==> src/logic/dcvi_pkg.sv <==
// Purpose: shared constants for the daisy-chain vectored interrupt link
// Assumes: one clock MCLK at 250 MHz, synchronous active-high reset
// Notes: device end and host end meet in dcvi_if
//
// Summary of operation
// - enabled pending source drives irq_out_n low
// - acknowledge marks next bus cycle as acknowledge
// - vector register driven on data during acknowledge
// - chain_enable_in low blocks every request
// - peripheral-mode host address: page, vector[7:1], bit0 zero
// - external mode: restart opcode expected after acknowledge
// - direct mode: fixed address, no acknowledge cycle
// - peripheral mode: pulse acknowledge, read vector
// - glue routes cpu acknowledge to device input
// - max mode: status 000 means acknowledge
// - multiplexed bus: address first, data second
// - reset selects non-vectored mode until command
// - chain enabled passes unmasked sources only
// - chain out high only if in high, and in vectored mode only if idle
// - chain out low until clear-in-service command
package dcvi_pkg;
    localparam int          DCVI_NSRC      = 8;
    localparam logic [7:0]  DCVI_VEC_RST   = 8'h0f;
    localparam logic [7:0]  DCVI_MASK_RST  = 8'h00;
    localparam logic [2:0]  DCVI_ST_ACK    = 3'h0;
    localparam logic [7:0]  DCVI_RST_BASE  = 8'hc7;
    localparam logic [7:0]  DCVI_RST_STEP  = 8'h08;
    localparam logic [15:0] DCVI_DIRECT_PC = 16'h0038;
    localparam logic [2:0]  DCVI_RST_NUM   = 3'h7;
    // ack held 6 cycles: device syncs, vector launch, host data syncs
    localparam logic [2:0]  DCVI_ACK_LEN   = 3'h5;

    typedef enum logic [1:0] {
        DCVI_EXT_VEC,
        DCVI_DIRECT,
        DCVI_PERIPH_VEC
    } dcvi_cpu_mode_t;
endpackage : dcvi_pkg

==> src/logic/dcvi_if.sv <==
// Purpose: pin-level link between the device end and the host end
// Assumes: both ends on MCLK; data bus resolved from output enables
// Notes: no clocking block; bench joins the ends through this interface
interface dcvi_if;
    logic       irq_out_n;
    logic       ack_in_n;
    logic       rd_n;
    logic [7:0] dev_data_o;
    logic       dev_data_oe;
    logic [7:0] bus_data;

    assign bus_data = dev_data_oe ? dev_data_o : 8'hff;

    modport device (output irq_out_n, output dev_data_o, output dev_data_oe,
                    input ack_in_n, input rd_n);
    modport host   (input irq_out_n, input bus_data,
                    output ack_in_n, output rd_n);
endinterface : dcvi_if

==> src/logic/dcvi_sync2.sv <==
// Purpose: two-flop synchroniser for pin inputs
// Assumes: asynchronous input, reset value given by parameter
// Notes: first stage is read only by the second
module dcvi_sync2 #(
    parameter int   W         = 1,
    parameter logic RST_VAL   = 1'b1
) (
    // clock
    input  wire logic         MCLK,
    input  wire logic         SRST,
    input  wire logic         CE,
    // data
    input  wire logic [W-1:0] D,
    output logic      [W-1:0] Q
);
    logic [W-1:0] s1_reg;
    logic [W-1:0] s2_reg;
    logic [W-1:0] s1_next;
    logic [W-1:0] s2_next;

    always_comb begin
        s1_next = D;
        s2_next = s1_reg;
    end

    always_ff @(posedge MCLK) begin
        if (SRST) begin
            s1_reg <= {W{RST_VAL}};
            s2_reg <= {W{RST_VAL}};
        end else if (CE) begin
            s1_reg <= s1_next;
            s2_reg <= s2_next;
        end
    end

    assign Q = s2_reg;
endmodule : dcvi_sync2

==> src/logic/dcvi_device.sv <==
// Purpose: device end: request, chain enable, vector delivery
// Assumes: ack and read strobe arrive from pins; sources are in-domain
// Notes: mode and in-service state are software commands on ports
module dcvi_device
    import dcvi_pkg::*;
#(
    parameter int NSRC = DCVI_NSRC
) (
    // clock and reset
    input  wire logic            MCLK,
    input  wire logic            SRST,
    input  wire logic            CE,
    // sources and software controls
    input  wire logic [NSRC-1:0] SRC_PEND,
    input  wire logic [NSRC-1:0] SRC_MASK_WR_DATA,
    input  wire logic            SRC_MASK_WR,
    input  wire logic [7:0]      VEC_WR_DATA,
    input  wire logic            VEC_WR,
    input  wire logic            SET_VEC_MODE_CMD,
    input  wire logic            CLEAR_IN_SERVICE_CMD,
    // daisy chain
    input  wire logic            CHAIN_ENABLE_IN,
    output logic                 CHAIN_ENABLE_OUT,
    // status
    output logic                 VEC_MODE,
    output logic                 IN_SERVICE,
    output logic                 ACK_CYCLE,
    // link
    dcvi_if.device               lnk
);
    logic [7:0]      vector_register_reg, vector_register_next;
    logic [NSRC-1:0] source_mask_register_reg, source_mask_register_next;
    logic            vec_mode_reg, vec_mode_next;
    logic            in_service_reg, in_service_next;
    logic            ack_cycle_reg, ack_cycle_next;
    logic            ack_prev_reg, ack_prev_next;
    logic            irq_reg, irq_next;
    logic            ack_n_s, rd_n_s, chain_in_s;
    logic            want;

    dcvi_sync2 #(.W(3), .RST_VAL(1'b1)) u_sync (
        .MCLK (MCLK),
        .SRST (SRST),
        .CE   (CE),
        .D    ({lnk.ack_in_n, lnk.rd_n, CHAIN_ENABLE_IN}),
        .Q    ({ack_n_s, rd_n_s, chain_in_s})
    );

    always_comb begin
        vector_register_next      = VEC_WR ? VEC_WR_DATA : vector_register_reg;
        source_mask_register_next = SRC_MASK_WR ? SRC_MASK_WR_DATA
                                                : source_mask_register_reg;
        vec_mode_next  = vec_mode_reg | SET_VEC_MODE_CMD;
        // unmasked pending only, and only with chain enabled
        want           = |(SRC_PEND & source_mask_register_reg) & chain_in_s;
        irq_next       = want;
        ack_prev_next  = ~ack_n_s;
        // falling ack opens the acknowledge cycle, read strobe end closes it
        ack_cycle_next = ack_cycle_reg;
        if (vec_mode_reg && ~ack_n_s && !ack_prev_reg && irq_reg)
            ack_cycle_next = 1'b1;
        else if (ack_cycle_reg && ack_n_s && rd_n_s)
            ack_cycle_next = 1'b0;
        // set wins over clear so a fresh acknowledge is never lost
        in_service_next = in_service_reg;
        if (CLEAR_IN_SERVICE_CMD)
            in_service_next = 1'b0;
        if (vec_mode_reg && ~ack_n_s && !ack_prev_reg && irq_reg)
            in_service_next = 1'b1;
    end

    always_ff @(posedge MCLK) begin
        if (SRST) begin
            vector_register_reg      <= DCVI_VEC_RST;
            source_mask_register_reg <= NSRC'(DCVI_MASK_RST);
            vec_mode_reg             <= 1'b0;
            in_service_reg           <= 1'b0;
            ack_cycle_reg            <= 1'b0;
            ack_prev_reg             <= 1'b0;
            irq_reg                  <= 1'b0;
        end else if (CE) begin
            vector_register_reg      <= vector_register_next;
            source_mask_register_reg <= source_mask_register_next;
            vec_mode_reg             <= vec_mode_next;
            in_service_reg           <= in_service_next;
            ack_cycle_reg            <= ack_cycle_next;
            ack_prev_reg             <= ack_prev_next;
            irq_reg                  <= irq_next;
        end
    end

    // request withdrawn during service; in-service keeps the chain blocked
    assign lnk.irq_out_n   = ~(irq_reg & ~in_service_reg);
    // in vectored mode chain out low while requesting or in service; otherwise follows chain in
    assign CHAIN_ENABLE_OUT = vec_mode_reg ? (chain_in_s & ~irq_reg & ~in_service_reg)
                                           : chain_in_s;
    assign lnk.dev_data_o  = vector_register_reg;
    assign lnk.dev_data_oe = ack_cycle_reg & ~rd_n_s;
    assign VEC_MODE        = vec_mode_reg;
    assign IN_SERVICE      = in_service_reg;
    assign ACK_CYCLE       = ack_cycle_reg;
endmodule : dcvi_device

==> src/flat_wrapper.sv <==
// flat-port wrapper written by rule: the top's interface ports become plain ports
module dcvi_device_flat import dcvi_pkg::*;
#(
    parameter int NSRC = DCVI_NSRC
)
  (MCLK, SRST, CE, SRC_PEND, SRC_MASK_WR_DATA, SRC_MASK_WR, VEC_WR_DATA, VEC_WR, SET_VEC_MODE_CMD, CLEAR_IN_SERVICE_CMD, CHAIN_ENABLE_IN, CHAIN_ENABLE_OUT, VEC_MODE, IN_SERVICE, ACK_CYCLE, lnk_irq_out_n, lnk_dev_data_o, lnk_dev_data_oe, lnk_ack_in_n, lnk_rd_n);
  dcvi_if lnk_i ();
  input  wire logic MCLK;
  input  wire logic SRST;
  input  wire logic CE;
  input  wire logic [NSRC-1:0] SRC_PEND;
  input  wire logic [NSRC-1:0] SRC_MASK_WR_DATA;
  input  wire logic SRC_MASK_WR;
  input  wire logic [7:0] VEC_WR_DATA;
  input  wire logic VEC_WR;
  input  wire logic SET_VEC_MODE_CMD;
  input  wire logic CLEAR_IN_SERVICE_CMD;
  input  wire logic CHAIN_ENABLE_IN;
  output logic CHAIN_ENABLE_OUT;
  output logic VEC_MODE;
  output logic IN_SERVICE;
  output logic ACK_CYCLE;
  output wire logic [$bits(lnk_i.irq_out_n)-1:0] lnk_irq_out_n;
  output wire logic [$bits(lnk_i.dev_data_o)-1:0] lnk_dev_data_o;
  output wire logic [$bits(lnk_i.dev_data_oe)-1:0] lnk_dev_data_oe;
  input wire logic [$bits(lnk_i.ack_in_n)-1:0] lnk_ack_in_n;
  input wire logic [$bits(lnk_i.rd_n)-1:0] lnk_rd_n;
  assign lnk_irq_out_n = lnk_i.irq_out_n;
  assign lnk_dev_data_o = lnk_i.dev_data_o;
  assign lnk_dev_data_oe = lnk_i.dev_data_oe;
  assign lnk_i.ack_in_n = lnk_ack_in_n;
  assign lnk_i.rd_n = lnk_rd_n;
  dcvi_device #(.NSRC(NSRC)) u_core (.MCLK(MCLK), .SRST(SRST), .CE(CE), .SRC_PEND(SRC_PEND), .SRC_MASK_WR_DATA(SRC_MASK_WR_DATA), .SRC_MASK_WR(SRC_MASK_WR), .VEC_WR_DATA(VEC_WR_DATA), .VEC_WR(VEC_WR), .SET_VEC_MODE_CMD(SET_VEC_MODE_CMD), .CLEAR_IN_SERVICE_CMD(CLEAR_IN_SERVICE_CMD), .CHAIN_ENABLE_IN(CHAIN_ENABLE_IN), .CHAIN_ENABLE_OUT(CHAIN_ENABLE_OUT), .VEC_MODE(VEC_MODE), .IN_SERVICE(IN_SERVICE), .ACK_CYCLE(ACK_CYCLE), .lnk(lnk_i));
endmodule
==> config.mk <==
export PLATFORM = sky130hd
export DESIGN_NAME = dcvi_device_flat
export DESIGN_NICKNAME = d
export VERILOG_FILES = /design/src/logic/dcvi_pkg.sv /design/src/logic/dcvi_if.sv /design/src/logic/dcvi_sync2.sv /design/src/logic/dcvi_device.sv /design/src/flat_wrapper.sv
export SDC_FILE = /design/constraint.sdc
export NUM_CORES = 1
export LEC_CHECK = 0
export BUFFER_PORTS_ARGS = -buffer_cell sky130_fd_sc_hd__buf_2
export CORE_MARGIN = 2
export CORE_UTILIZATION = 40
export CTS_CLUSTER_DIAMETER = 150
export DETAILED_ROUTE_END_ITERATION = 8
export GPL_TIMING_DRIVEN = 1
export PLACE_DENSITY = 0.69
export SLEW_MARGIN = 5
export SYNTH_ARGS = -nofsm -noshare
export SYNTH_HDL_FRONTEND = slang
export SYNTH_SLANG_ARGS = --single-unit
export TNS_END_PERCENT = 1
==> constraint.sdc <==
create_clock -name MCLK -period 3.07 [get_ports MCLK]
set_clock_uncertainty 0.2 [all_clocks]
set_input_delay 0.1535 -clock MCLK [delete_from_list [all_inputs] [get_ports MCLK]]
set_output_delay 0.1535 -clock MCLK [all_outputs]
set_load 0.02 [all_outputs]
=== After elaboration in Yosys (flattened, before gate mapping) ===
Index checks and enable logic that the tools add are counted.

* Bits in registers: 27
* Logic and storage cells: 39
* Output and inout port bits: 14
* Input bits: 34

* Mux-type cells: 5
* Bitwise logic cells: 12
* Reduce and logical (&&, ||, !) cells: 13

{| class="wikitable"
|+ Operators by type and width
! kind !! number
|-
| $and A8 B8 Y8 || 1
|-
| $reduce_and A2 Y1 || 4
|-
| $reduce_or A8 Y1 || 1
|-
| $and A1 B1 Y1 || 5
|-
| $logic_and A1 B1 Y1 || 5
|-
| $mux W1 || 5
|-
| $not A1 Y1 || 5
|-
| $reduce_bool A2 Y1 || 2
|-
| $logic_not A1 Y1 || 1
|-
| $or A1 B1 Y1 || 1
|}

=== Longest topological paths before layout ===
Gate-level depths: netlist of the first run.

* Word-level depth: 6
* Mapped depth: 5
* Gate-level depth less buffers: 3

=== Modules after synthesis ===
A second synthesis of the first run with hierarchy kept.

* Cell total of the unflattened synthesis: 118
* Area total of the unflattened synthesis: 1096.1 um2

{| class="wikitable"
|+ By module, submodules not included
! module !! cells each !! seq. area each (um2) !! area each (um2) !! instances
|-
| dcvi_device || 99 || 420.4 || 863.3 || 1
|-
| dcvi_sync2 || 19 || 120.1 || 232.7 || 1
|}

=== Least setup slack after synthesis of the first run ===
No wires, ideal clock.

* Path kind: reg2out
* From: reg u_core.ack_cycle_reg (netlist: u_core.ACK_CYCLE)
* To: out lnk_dev_data_oe
* Required time: 2717 ps
* Slack: 1911 ps
* Cell stages (with the launch flop): 2
* Path buffers: 0
* Arrival time: 805 ps
* Cells stage by stage: dfxtp_1 nor2b_1

* Longest elaborated chain between the ends: 1

{| class="wikitable"
|+ Ends and longest elaborated chain
! element !! line !! text
|-
| start, declared || dcvi_device.sv:35 || <nowiki>logic ack_cycle_reg, ack_cycle_next;</nowiki>
|-
| start signal, assigned || dcvi_device.sv:86 || <nowiki>ack_cycle_reg <= ack_cycle_next;</nowiki>
|-
| $and A1 B1 Y1 || dcvi_device.sv:98 || <nowiki>assign lnk.dev_data_oe = ack_cycle_reg & ~rd_n_s;</nowiki>
|-
| end, declared || flat_wrapper.sv:25 || <nowiki>output wire logic [$bits(lnk_i.dev_data_oe)-1:0] lnk_dev_data_oe;</nowiki>
|}

Every way passes these cells.

==> results_dict.tcl, run 1 <==
set metrics [dict create \
    switching_share_pct 25.3 \
    nets 230 \
    dp_slack_ns 1.43 \
    initial_core_util_pct 42.9 \
    die_h_um 56.0 \
    synth_warnings 0 \
    syn_to_final_growth_pct 51.6 \
    grt_busiest_layer "met2" \
    internal_power_mw 0.486 \
    first_global_vias 1099 \
    gp_congestion 0.754 \
    ant_nets 0 \
    finalPower_mw 0.651 \
    max_stage_delay_ns 0.60 \
    core_region_area_um2 2520 \
    path_delay_family "buffers and inverters" \
    crit_chain "dlygate4sd3_1, buf_2, nand3_1, dlygate4sd3_1, a21oi_1" \
    arrival_ns 1.61 \
    rsz0062_at_grt "false" \
    path_buf_inv 3 \
    h-tree-depth 1 \
    cp_common_cell "dlygate4sd3_1" \
    antenna_found_initial 0 \
    drt-total-wl_um 2740 \
    cts_buffer_depth 2 \
    slew-limit-headroom_pct 59.5 \
    path_clk_slew_ns 0.14 \
    synthesis.area_per_instance_um2 9.02 \
    place_hpwl_um 1580 \
    ys_seq_area_share_pct 49.9 \
    hp-class "primary input to flop" \
    cp_max_fo 1 \
    grt_pass1_wl_um 4430 \
    insertedDiodeCount 0 \
    synth_common_cells "dfxtp_1, nand2_1, a21oi_1" \
    tightest_slew_ns 0.608 \
    routedWlPerCell_um 12.2 \
    grt_usage_pct 17.3 \
    pwr-share-comb_pct 18.9 \
    synth_edf_count 0 \
    ys_seq_elements 27 \
    synth.area.top_cells "dfxtp_1, a211o_1, a21oi_1" \
    drt_pass1_iterations 4 \
    postLayoutSetupSlackWorst_ns 1.50 \
    yosysMostFrequentCell "dfxtp_1" \
    use_met1_pct 19.8 \
    die_w_um 56.0 \
    dieArea_um2 3140 \
    globalRouteMet2Util_pct 31.3 \
    setup_viol 0 \
    cts_sinks 27 \
    max_freq_mhz 638 \
    synth_cells 120 \
    rows 18 \
    post_cts_buffers 0 \
    crit_slowest_cell "dlygate4sd3_1" \
    via_per_inst 5.03 \
    seq_power_share_pct 58.3 \
    cts_resized 0 \
    synth_top_area_cell "dfxtp_1" \
    hold_viol 0 \
    ios 48 \
    yosysUniqueCellTypes 22 \
    synth_flop_cell "dfxtp_1" \
    startpoint_type "primary input" \
    p_sw_mw 0.165 \
    synth_top_cell_area_share_pct 49.9 \
    cts_tree "yes" \
    path_class "primary input to flop" \
    cts_made_buffers 3 \
    synthArstFlopShare_pct 0 \
    clk_latency_ns 0.31 \
    syn-num-nets 154 \
    min_period_over_period_pct 51.1 \
    grt_max_degree 38 \
    fin_setup_tns_ns 0 \
    overflow 0 \
    power.share.clock_pct 22.8 \
    cellLeakagePower_nw 0.705 \
    io_buffers 47 \
    status "finished clean" \
    maxCapViolCount 0 \
    drtIter0Drc 23 \
    mappedNetlistArea_um2 1080 \
    period_minus_slack_ns 1.57 \
    drive_gt1_share_pct 26.2 \
    setup.worst_path.end_class "flop" \
    met3_usage_pct 3.02 \
    drc_errors 0 \
    ir_drop_mv 0.319 \
    vias 1131 \
    crit_required_ns 3.11 \
    power.density_nw_per_um2 397 \
    slew_viol_final 0 \
    root_buffer "clkbuf_4" \
]
==> per-stage QoR <==
stage	util (%)	hold slack (ns)	cell area [µm²]	instances
4_1_cts	65.0	0.0153	1640	225
6_report	65.0	0.0542	1640	225
3_5_place_dp	50.9	0.164	1280	188
2_1_floorplan	-	0.0759	1080	120
5_1_grt	65.0	0.0518	1640	225
3_3_place_gp	50.9	0.161	1280	188
==> final timing paths <==
| check | startpoint | to | slack (ns) | cells past startpoint |
|---|---|---|---|---|
| setup reg to reg | u_core.source_mask_register_reg[6]$_SDFFE_PP0P_ | u_core.irq_reg$_SDFFE_PP0P_ | 1.84 | 3 |
| setup / recovery | VEC_WR_DATA[7] | u_core.lnk.dev_data_o[7]$_SDFFE_PP0P_ | 1.50 | 5 |
| hold reg to reg | u_core.lnk.dev_data_o[5]$_SDFFE_PP0P_ | u_core.lnk.dev_data_o[5]$_SDFFE_PP0P_ | 0.27 | 2 |
| hold / removal | SRC_PEND[1] | u_core.irq_reg$_SDFFE_PP0P_ | 0.05 | 4 |
==> layout make-up <==
cell class | instances | area, µm²
Tap cell | 30 | 37.5
Fill cell | 232 | 882
Clock buffer | 4 | 26.3
Sequential cell | 27 | 541
Timing Repair Buffer | 80 | 566
Multi-Input combinational cell | 83 | 467
Inverter | 1 | 3.75
==> tightest hold or removal path: stages <==
cell and delay [ns]:
buf_2 0.08, a22oi_1 0.05, nand4_1 0.12, a22o_1 0.15
==> layer usage <==
| layer | share of wire [%] | vias up |
|---|---|---|
| li1 | - | 571 |
| met2 | 50 | 35 |
| met3 | 4.8 | 4 |
| met5 | 0 | - |
| met1 | 43 | 521 |
| met4 | 1.5 | 0 |
==> logic make-up after synthesis <==
family / synth area share [%]
buf+inv: 6.94
flops: 49.9
simple gates: 23.1
compound gates: 19.1
mux: 0.925
==> power by group through the flow <==
stage	Clock (mW)	Combinational, mW	Sequential, mW
after floorplan	0	0.0543	0.393
after global placement	0	0.0892	0.387
after detailed placement	0	0.0920	0.387
after CTS	0.156	0.121	0.379
after global routing	0.168	0.135	0.382
final	0.148	0.123	0.379
==> repair_timing <==
| action | in CTS | in global routing |
|---|---|---|
| hold endpoints to repair | 21 | 0 |
| endpoints found under the setup margin | 0 | 0 |
| hold buffers | 33 | 0 |
==> layout by cell type (no fill, tap or decap) <==
cell and count:
nand4_1 2, o21ai_0 1, nand3_1 13, nor2_1 4
nor2b_1 8, nand2_1 17, a211o_1 10, dfxtp_1 27
dlygate4sd3_1 33, a21oi_1 15, buf_2 47, mux2i_1 1
nand2b_1 1, a22oi_1 4, inv_1 1, nand2_2 1
and2_1 1, clkbuf_4 3, clkbuf_1 1, and3_1 4
a22o_1 1
(Power assumes the default switching activity.)
==> inputs of run 2 (changes only) <==
PLACE_DENSITY = 0.72   (was 0.69)
clock period = 1.3 ns   (was 3.07 ns; I/O delays follow)
==> results_dict.tcl, run 2 (synthesis results as in run 1) <==
set metrics [dict create \
    syn_to_final_growth_pct 58.5 \
    insertedDiodeCount 0 \
    vias 1132 \
    first_global_vias 1100 \
    final_common_cell "buf_2" \
    r2r_cells 3 \
    core_region_area_um2 2520 \
    antenna_found_initial 0 \
    h-tree-depth 1 \
    cts_made_buffers 3 \
    power.share.clock_pct 21.9 \
    switching_share_pct 24.7 \
    max_stage_delay_ns 0.35 \
    cp_max_fo 2 \
    startpoint_type "flop" \
    arrival_ns 1.03 \
    drtIter0Drc 37 \
    cellLeakagePower_nw 0.771 \
    crit_required_ns 1.03 \
    grt_pass1_wl_um 4380 \
    crit_slowest_cell "dfxtp_2" \
    drive_gt1_share_pct 31.2 \
    finalPower_mw 1.56 \
    min_period_over_period_pct 99.3 \
    drt-total-wl_um 2730 \
    gp_congestion 0.815 \
    tightest_slew_ns 0.418 \
    slew-limit-headroom_pct 72.1 \
    pwr-share-comb_pct 20.5 \
    hp-class "primary input to flop" \
    die_h_um 56.0 \
    ir_drop_mv 0.682 \
    setup.worst_path.end_class "output port" \
    fillers 209 \
    grt_usage_pct 17.2 \
    via_per_inst 4.88 \
    internal_power_mw 1.17 \
    io_buffers 47 \
    clk_latency_ns 0.31 \
    dieArea_um2 3140 \
    power.density_nw_per_um2 908 \
    drc_errors 0 \
    reg2reg_from "u_core.source_mask_register_reg[2]$_SDFFE_PP0P_" \
    nets 237 \
    maxCapViolCount 0 \
    layout_common_cells "buf_2, dlygate4sd3_1, dfxtp_1" \
    ios 48 \
    startpoint "u_core.irq_reg$_SDFFE_PP0P_" \
    critPathCapture "CHAIN_ENABLE_OUT" \
    rsz0062_at_grt "true" \
    cts_buffer_depth 2 \
    fin_setup_tns_ns 0 \
    p_sw_mw 0.385 \
    period_minus_slack_ns 1.29 \
    ant_nets 0 \
    initial_core_util_pct 42.9 \
    grt_max_degree 24 \
    r2r_slack_ns 0.12 \
    status "finished clean" \
    drt_pass1_iterations 4 \
    rows 18 \
    die_w_um 56.0 \
    overflow 0 \
    whs_path_depth 4 \
    cts_sinks 27 \
    seq_power_share_pct 57.5 \
    setup_viol 0 \
    path_class "flop to output port" \
    path_clk_slew_ns 0.13 \
    timing.rr.end "u_core.irq_reg$_SDFFE_PP0P_" \
    routedWlPerCell_um 11.7 \
    cts_tree "yes" \
    root_buffer "clkbuf_4" \
    crit_chain "o21ai_2, and2_1, buf_6" \
    place_hpwl_um 1690 \
    slew_viol_final 0 \
    seq_area_um2 546 \
    hold_ws_ns 0.0394 \
    multi_input_area_um2 473 \
    hold_viol 0 \
    max_freq_mhz 775 \
]
## run 2: cell count changes in the layout (fill, tap and decap cells not counted), moves of 2 or more
cell / previous run / this run
buf_2: 47 / 45
buf_4: 0 / 7
dfxtp_1: 27 / 23
dfxtp_2: 0 / 4
## run 2: metal layers
| metal | GRT usage (%) | part of all wire (%) | vias to the layer above |
|---|---|---|---|
| li1 | - | - | 587 |
| met1 | 19.9 | 44 | 503 |
| met2 | 31.9 | 50 | 42 |
| met3 | 2.79 | 5.8 | 0 |
| met4 | 5.44 | 0 | 0 |
| met5 | 0 | 0 | - |
## run 2: what timing repair did
item / in CTS / in global routing
hold buffers: 34 / 0
pin swaps: 1 / 1
setup endpoints to repair: 1 / 7
hold endpoints to repair: 23 / 0
cloned: 0 / 0
gates resized for setup: 6 / 4
buffers inserted: 1 / 0
## run 2: cell type report
type	instances	area share, %
clock buffer	4	1.53
tap	30	2.19
sequential	27	31.8
inverter	1	0.219
multi-input combinational	83	27.6
timing repair buffer	87	36.7
## run 2: worst min path at each step
stage | slack [ns] | from | to
6_report | 0.04 | CE | u_core.lnk.dev_data_o[6]$_SDFFE_PP0P_
5_1_grt | 0.05 | CE | u_core.lnk.dev_data_o[5]$_SDFFE_PP0P_
4_1_cts | 0.03 | CE | u_core.lnk.dev_data_o[6]$_SDFFE_PP0P_
3_5_place_dp | 0.07 | lnk_ack_in_n | u_core.u_sync.s1_reg[2]$_SDFFE_PP1P_
3_3_place_gp | 0.07 | lnk_ack_in_n | u_core.u_sync.s1_reg[2]$_SDFFE_PP1P_
2_1_floorplan | -0.01 | CHAIN_ENABLE_IN | u_core.u_sync.s1_reg[0]$_SDFFE_PP1P_
## run 2: critical path, delay by kind of cell (launching register included)
kind / cells / cell delay (ns)
compound gates: 1 / 0.11
buf+inv: 1 / 0.12
flops: 1 / 0.35
simple gates: 1 / 0.14
## run 2: power groups by stage
stage / clock network, mW / registers [mW] / logic [mW]
2_1_floorplan: 0 / 0.929 / 0.128
6_report: 0.342 / 0.896 / 0.320
4_1_cts: 0.359 / 0.895 / 0.316
3_3_place_gp: 0 / 0.913 / 0.222
3_5_place_dp: 0 / 0.914 / 0.228
5_1_grt: 0.403 / 0.902 / 0.349
## run 2: metrics by stage
step | utilization [%] | std cells | cell area, µm² | worst slack (ns)
3_3_place_gp | 52.4 | 193 | 1320 | 0.143
3_5_place_dp | 52.4 | 193 | 1320 | 0.0800
5_1_grt | 68.0 | 232 | 1720 | -0.0531
4_1_cts | 67.6 | 232 | 1710 | -0.0343
2_1_floorplan | - | 120 | 1080 | 0.209
6_report | 68.0 | 232 | 1720 | 0.00938
==> inputs of run 3 (changes only) <==
ABC_AREA = 1   (was default)
PLACE_DENSITY = 0.73   (was 0.72)
==> results_dict.tcl, run 3 <==
set metrics [dict create \
    power.density_nw_per_um2 965 \
    cts_sinks 27 \
    cts_made_buffers 3 \
    slew-limit-headroom_pct 81.3 \
    rows 18 \
    synth_edf_count 0 \
    yosysUniqueCellTypes 9 \
    ys_seq_elements 27 \
    crit_slowest_cell "dfxtp_4" \
    die_h_um 54.2 \
    insertedDiodeCount 0 \
    crit_required_ns 1.03 \
    hp-start "SRC_PEND[0]" \
    cts_tree "yes" \
    io_buffers 47 \
    violations "setup timing" \
    cts_buffer_depth 2 \
    core_region_area_um2 2430 \
    synth_common_cells "nand2_1, nor2_1, dfxtp_1" \
    vias 1144 \
    setup.worst_path.end_class "output port" \
    max_freq_mhz 742 \
    syn_to_final_growth_pct 63.6 \
    layout_common_cells "buf_2, nand2_1, nor2_1" \
    postLayoutSetupSlackWorst_ns -0.0477 \
    slew_viol_final 0 \
    maxCapViolCount 0 \
    cellLeakagePower_nw 0.834 \
    clk_latency_ns 0.32 \
    path_delay_family "flip-flops" \
    gp_congestion 0.715 \
    synth_top_cell_area_share_pct 53.6 \
    hold_viol 0 \
    overflow 0 \
    dieArea_um2 2940 \
    drt-total-wl_um 2760 \
    antenna_found_initial 0 \
    rsz0062_at_grt "true" \
    path_class "flop to output port" \
    synth_warnings 0 \
    startpoint_type "flop" \
    synthArstFlopShare_pct 0 \
    ys_seq_area_share_pct 53.6 \
    drt_pass1_iterations 4 \
    grt_pass1_wl_um 4310 \
    ant_nets 0 \
    first_global_vias 1084 \
    initial_core_util_pct 41.5 \
    synthesis.area_per_instance_um2 7.15 \
    via_per_inst 4.54 \
    synth.area.top_cells "dfxtp_1, nand2_1, nor2_1" \
    place_hpwl_um 1800 \
    mappedNetlistArea_um2 1010 \
    tightest_slew_ns 0.280 \
    hp-class "primary input to flop" \
    drtIter0Drc 14 \
    drc_errors 0 \
    ir_drop_mv 0.880 \
    grt_max_degree 16 \
    status "finished, violations left" \
    synth_cells 141 \
    syn-num-nets 175 \
    synth_flop_cell "dfxtp_1" \
    path_buf_inv 1 \
    min_period_over_period_pct 104 \
    drive_gt1_share_pct 29.7 \
    crit_chain "nand2_4, nand2_2, a21oi_2, buf_6" \
    arrival_ns 1.08 \
    finalPower_mw 1.59 \
    synth_top_area_cell "dfxtp_1" \
    setup_viol 1 \
    die_w_um 54.2 \
    startpoint "u_core.VEC_MODE$_SDFFE_PP0P_" \
    nets 257 \
    cp_max_fo 4 \
    dp_slack_ns 0.133 \
    path_clk_slew_ns 0.15 \
    yosysMostFrequentCell "nand2_1" \
    grt_usage_pct 20.0 \
    fin_setup_tns_ns -0.0477 \
    routedWlPerCell_um 10.9 \
    root_buffer "clkbuf_4" \
    final_common_cell "buf_2" \
    reg2reg_from "u_core.VEC_MODE$_SDFFE_PP0P_" \
    period_minus_slack_ns 1.35 \
    ios 48 \
    h-tree-depth 1 \
    max_stage_delay_ns 0.39 \
]
## run 3: cell count changes after synthesis, sizes merged, moves of 6 or more
cell	previous run	this run
o21ai	1	13
nand2	18	44
inv	1	7
a211o	10	0
nor2b	8	0
a21oi	15	6
nor2	4	30
## run 3: routing by layer
metal | up-vias | global-route usage [%] | wire length (µm)
met5 | - | 0 | 0
met4 | 0 | 6.25 | 10
met3 | 2 | 2.46 | 112
met2 | 28 | 37.8 | 1420
met1 | 507 | 23.3 | 1210
li1 | 607 | - | -
## run 3: final timing paths
kind,end,slack [ns],depth (start not counted)
min reg2reg,u_core.ack_prev_reg$_SDFFE_PP0P_,0.28,2
min,u_core.irq_reg$_SDFFE_PP0P_,0.03,7
max reg2reg,u_core.ACK_CYCLE$_SDFFE_PP0P_,0.19,5
max,CHAIN_ENABLE_OUT,-0.05,4
## run 3: tightest hold or removal path, stage by stage
cell     delay (ns)
buf_2          0.07
nand2_1        0.04
nand2_1        0.05
nor2_1         0.04
nand2_1        0.06
nand2_1        0.06
a21oi_1        0.12
## run 3: what timing repair did
| action | 4_1_cts | 5_1_grt |
|---|---|---|
| hold buffers | 27 | 0 |
| pin swaps | 1 | 0 |
| endpoints found under the hold margin | 27 | 0 |
| resized for setup | 3 | 14 |
| buffers inserted | 2 | 0 |
| endpoints found under the setup margin | 1 | 16 |
## run 3: power by group
| group | switching, mW | leakage [nW] | internal, mW |
|---|---|---|---|
| combinational | 0.154 | 0.591 | 0.171 |
| clock | 0.238 | 0.0177 | 0.115 |
| sequential | 0.0339 | 0.224 | 0.880 |
| total | 0.427 | 0.834 | 1.17 |
## run 3: logic make-up (layout without fill, tap and decap cells)
| logic type | Yosys count | count (layout) | synth area share [%] |
|---|---|---|---|
| flip-flops | 27 | 27 | 53.6 |
| AO/OA/AOI/OAI | 19 | 19 | 9.43 |
| AND/OR/NAND/NOR | 85 | 85 | 33.0 |
| buffers and inverters | 10 | 91 | 3.97 |
## run 3: layout make-up
type                       count  area, µm²
tap                           30       37.5
sequential                    27        547
clock inverter                 1       5.00
timing repair buffer          80        568
inverter                       7       26.3
clock buffer                   3       22.5
multi-input combinational    104        444
fill                         224        782
## run 3: per-stage QoR
| stage | hold slack, ns | utilization (%) | cell area, µm² | instances |
|---|---|---|---|---|
| 5_1_grt | 0.0662 | 67.8 | 1650 | 252 |
| 2_1_floorplan | -0.0659 | - | 1010 | 141 |
| 3_5_place_dp | 0.0767 | 53.3 | 1300 | 219 |
| 4_1_cts | 0.00212 | 66.4 | 1620 | 252 |
| 3_3_place_gp | 0.0655 | 53.3 | 1300 | 219 |
| 6_report | 0.0252 | 67.8 | 1650 | 252 |
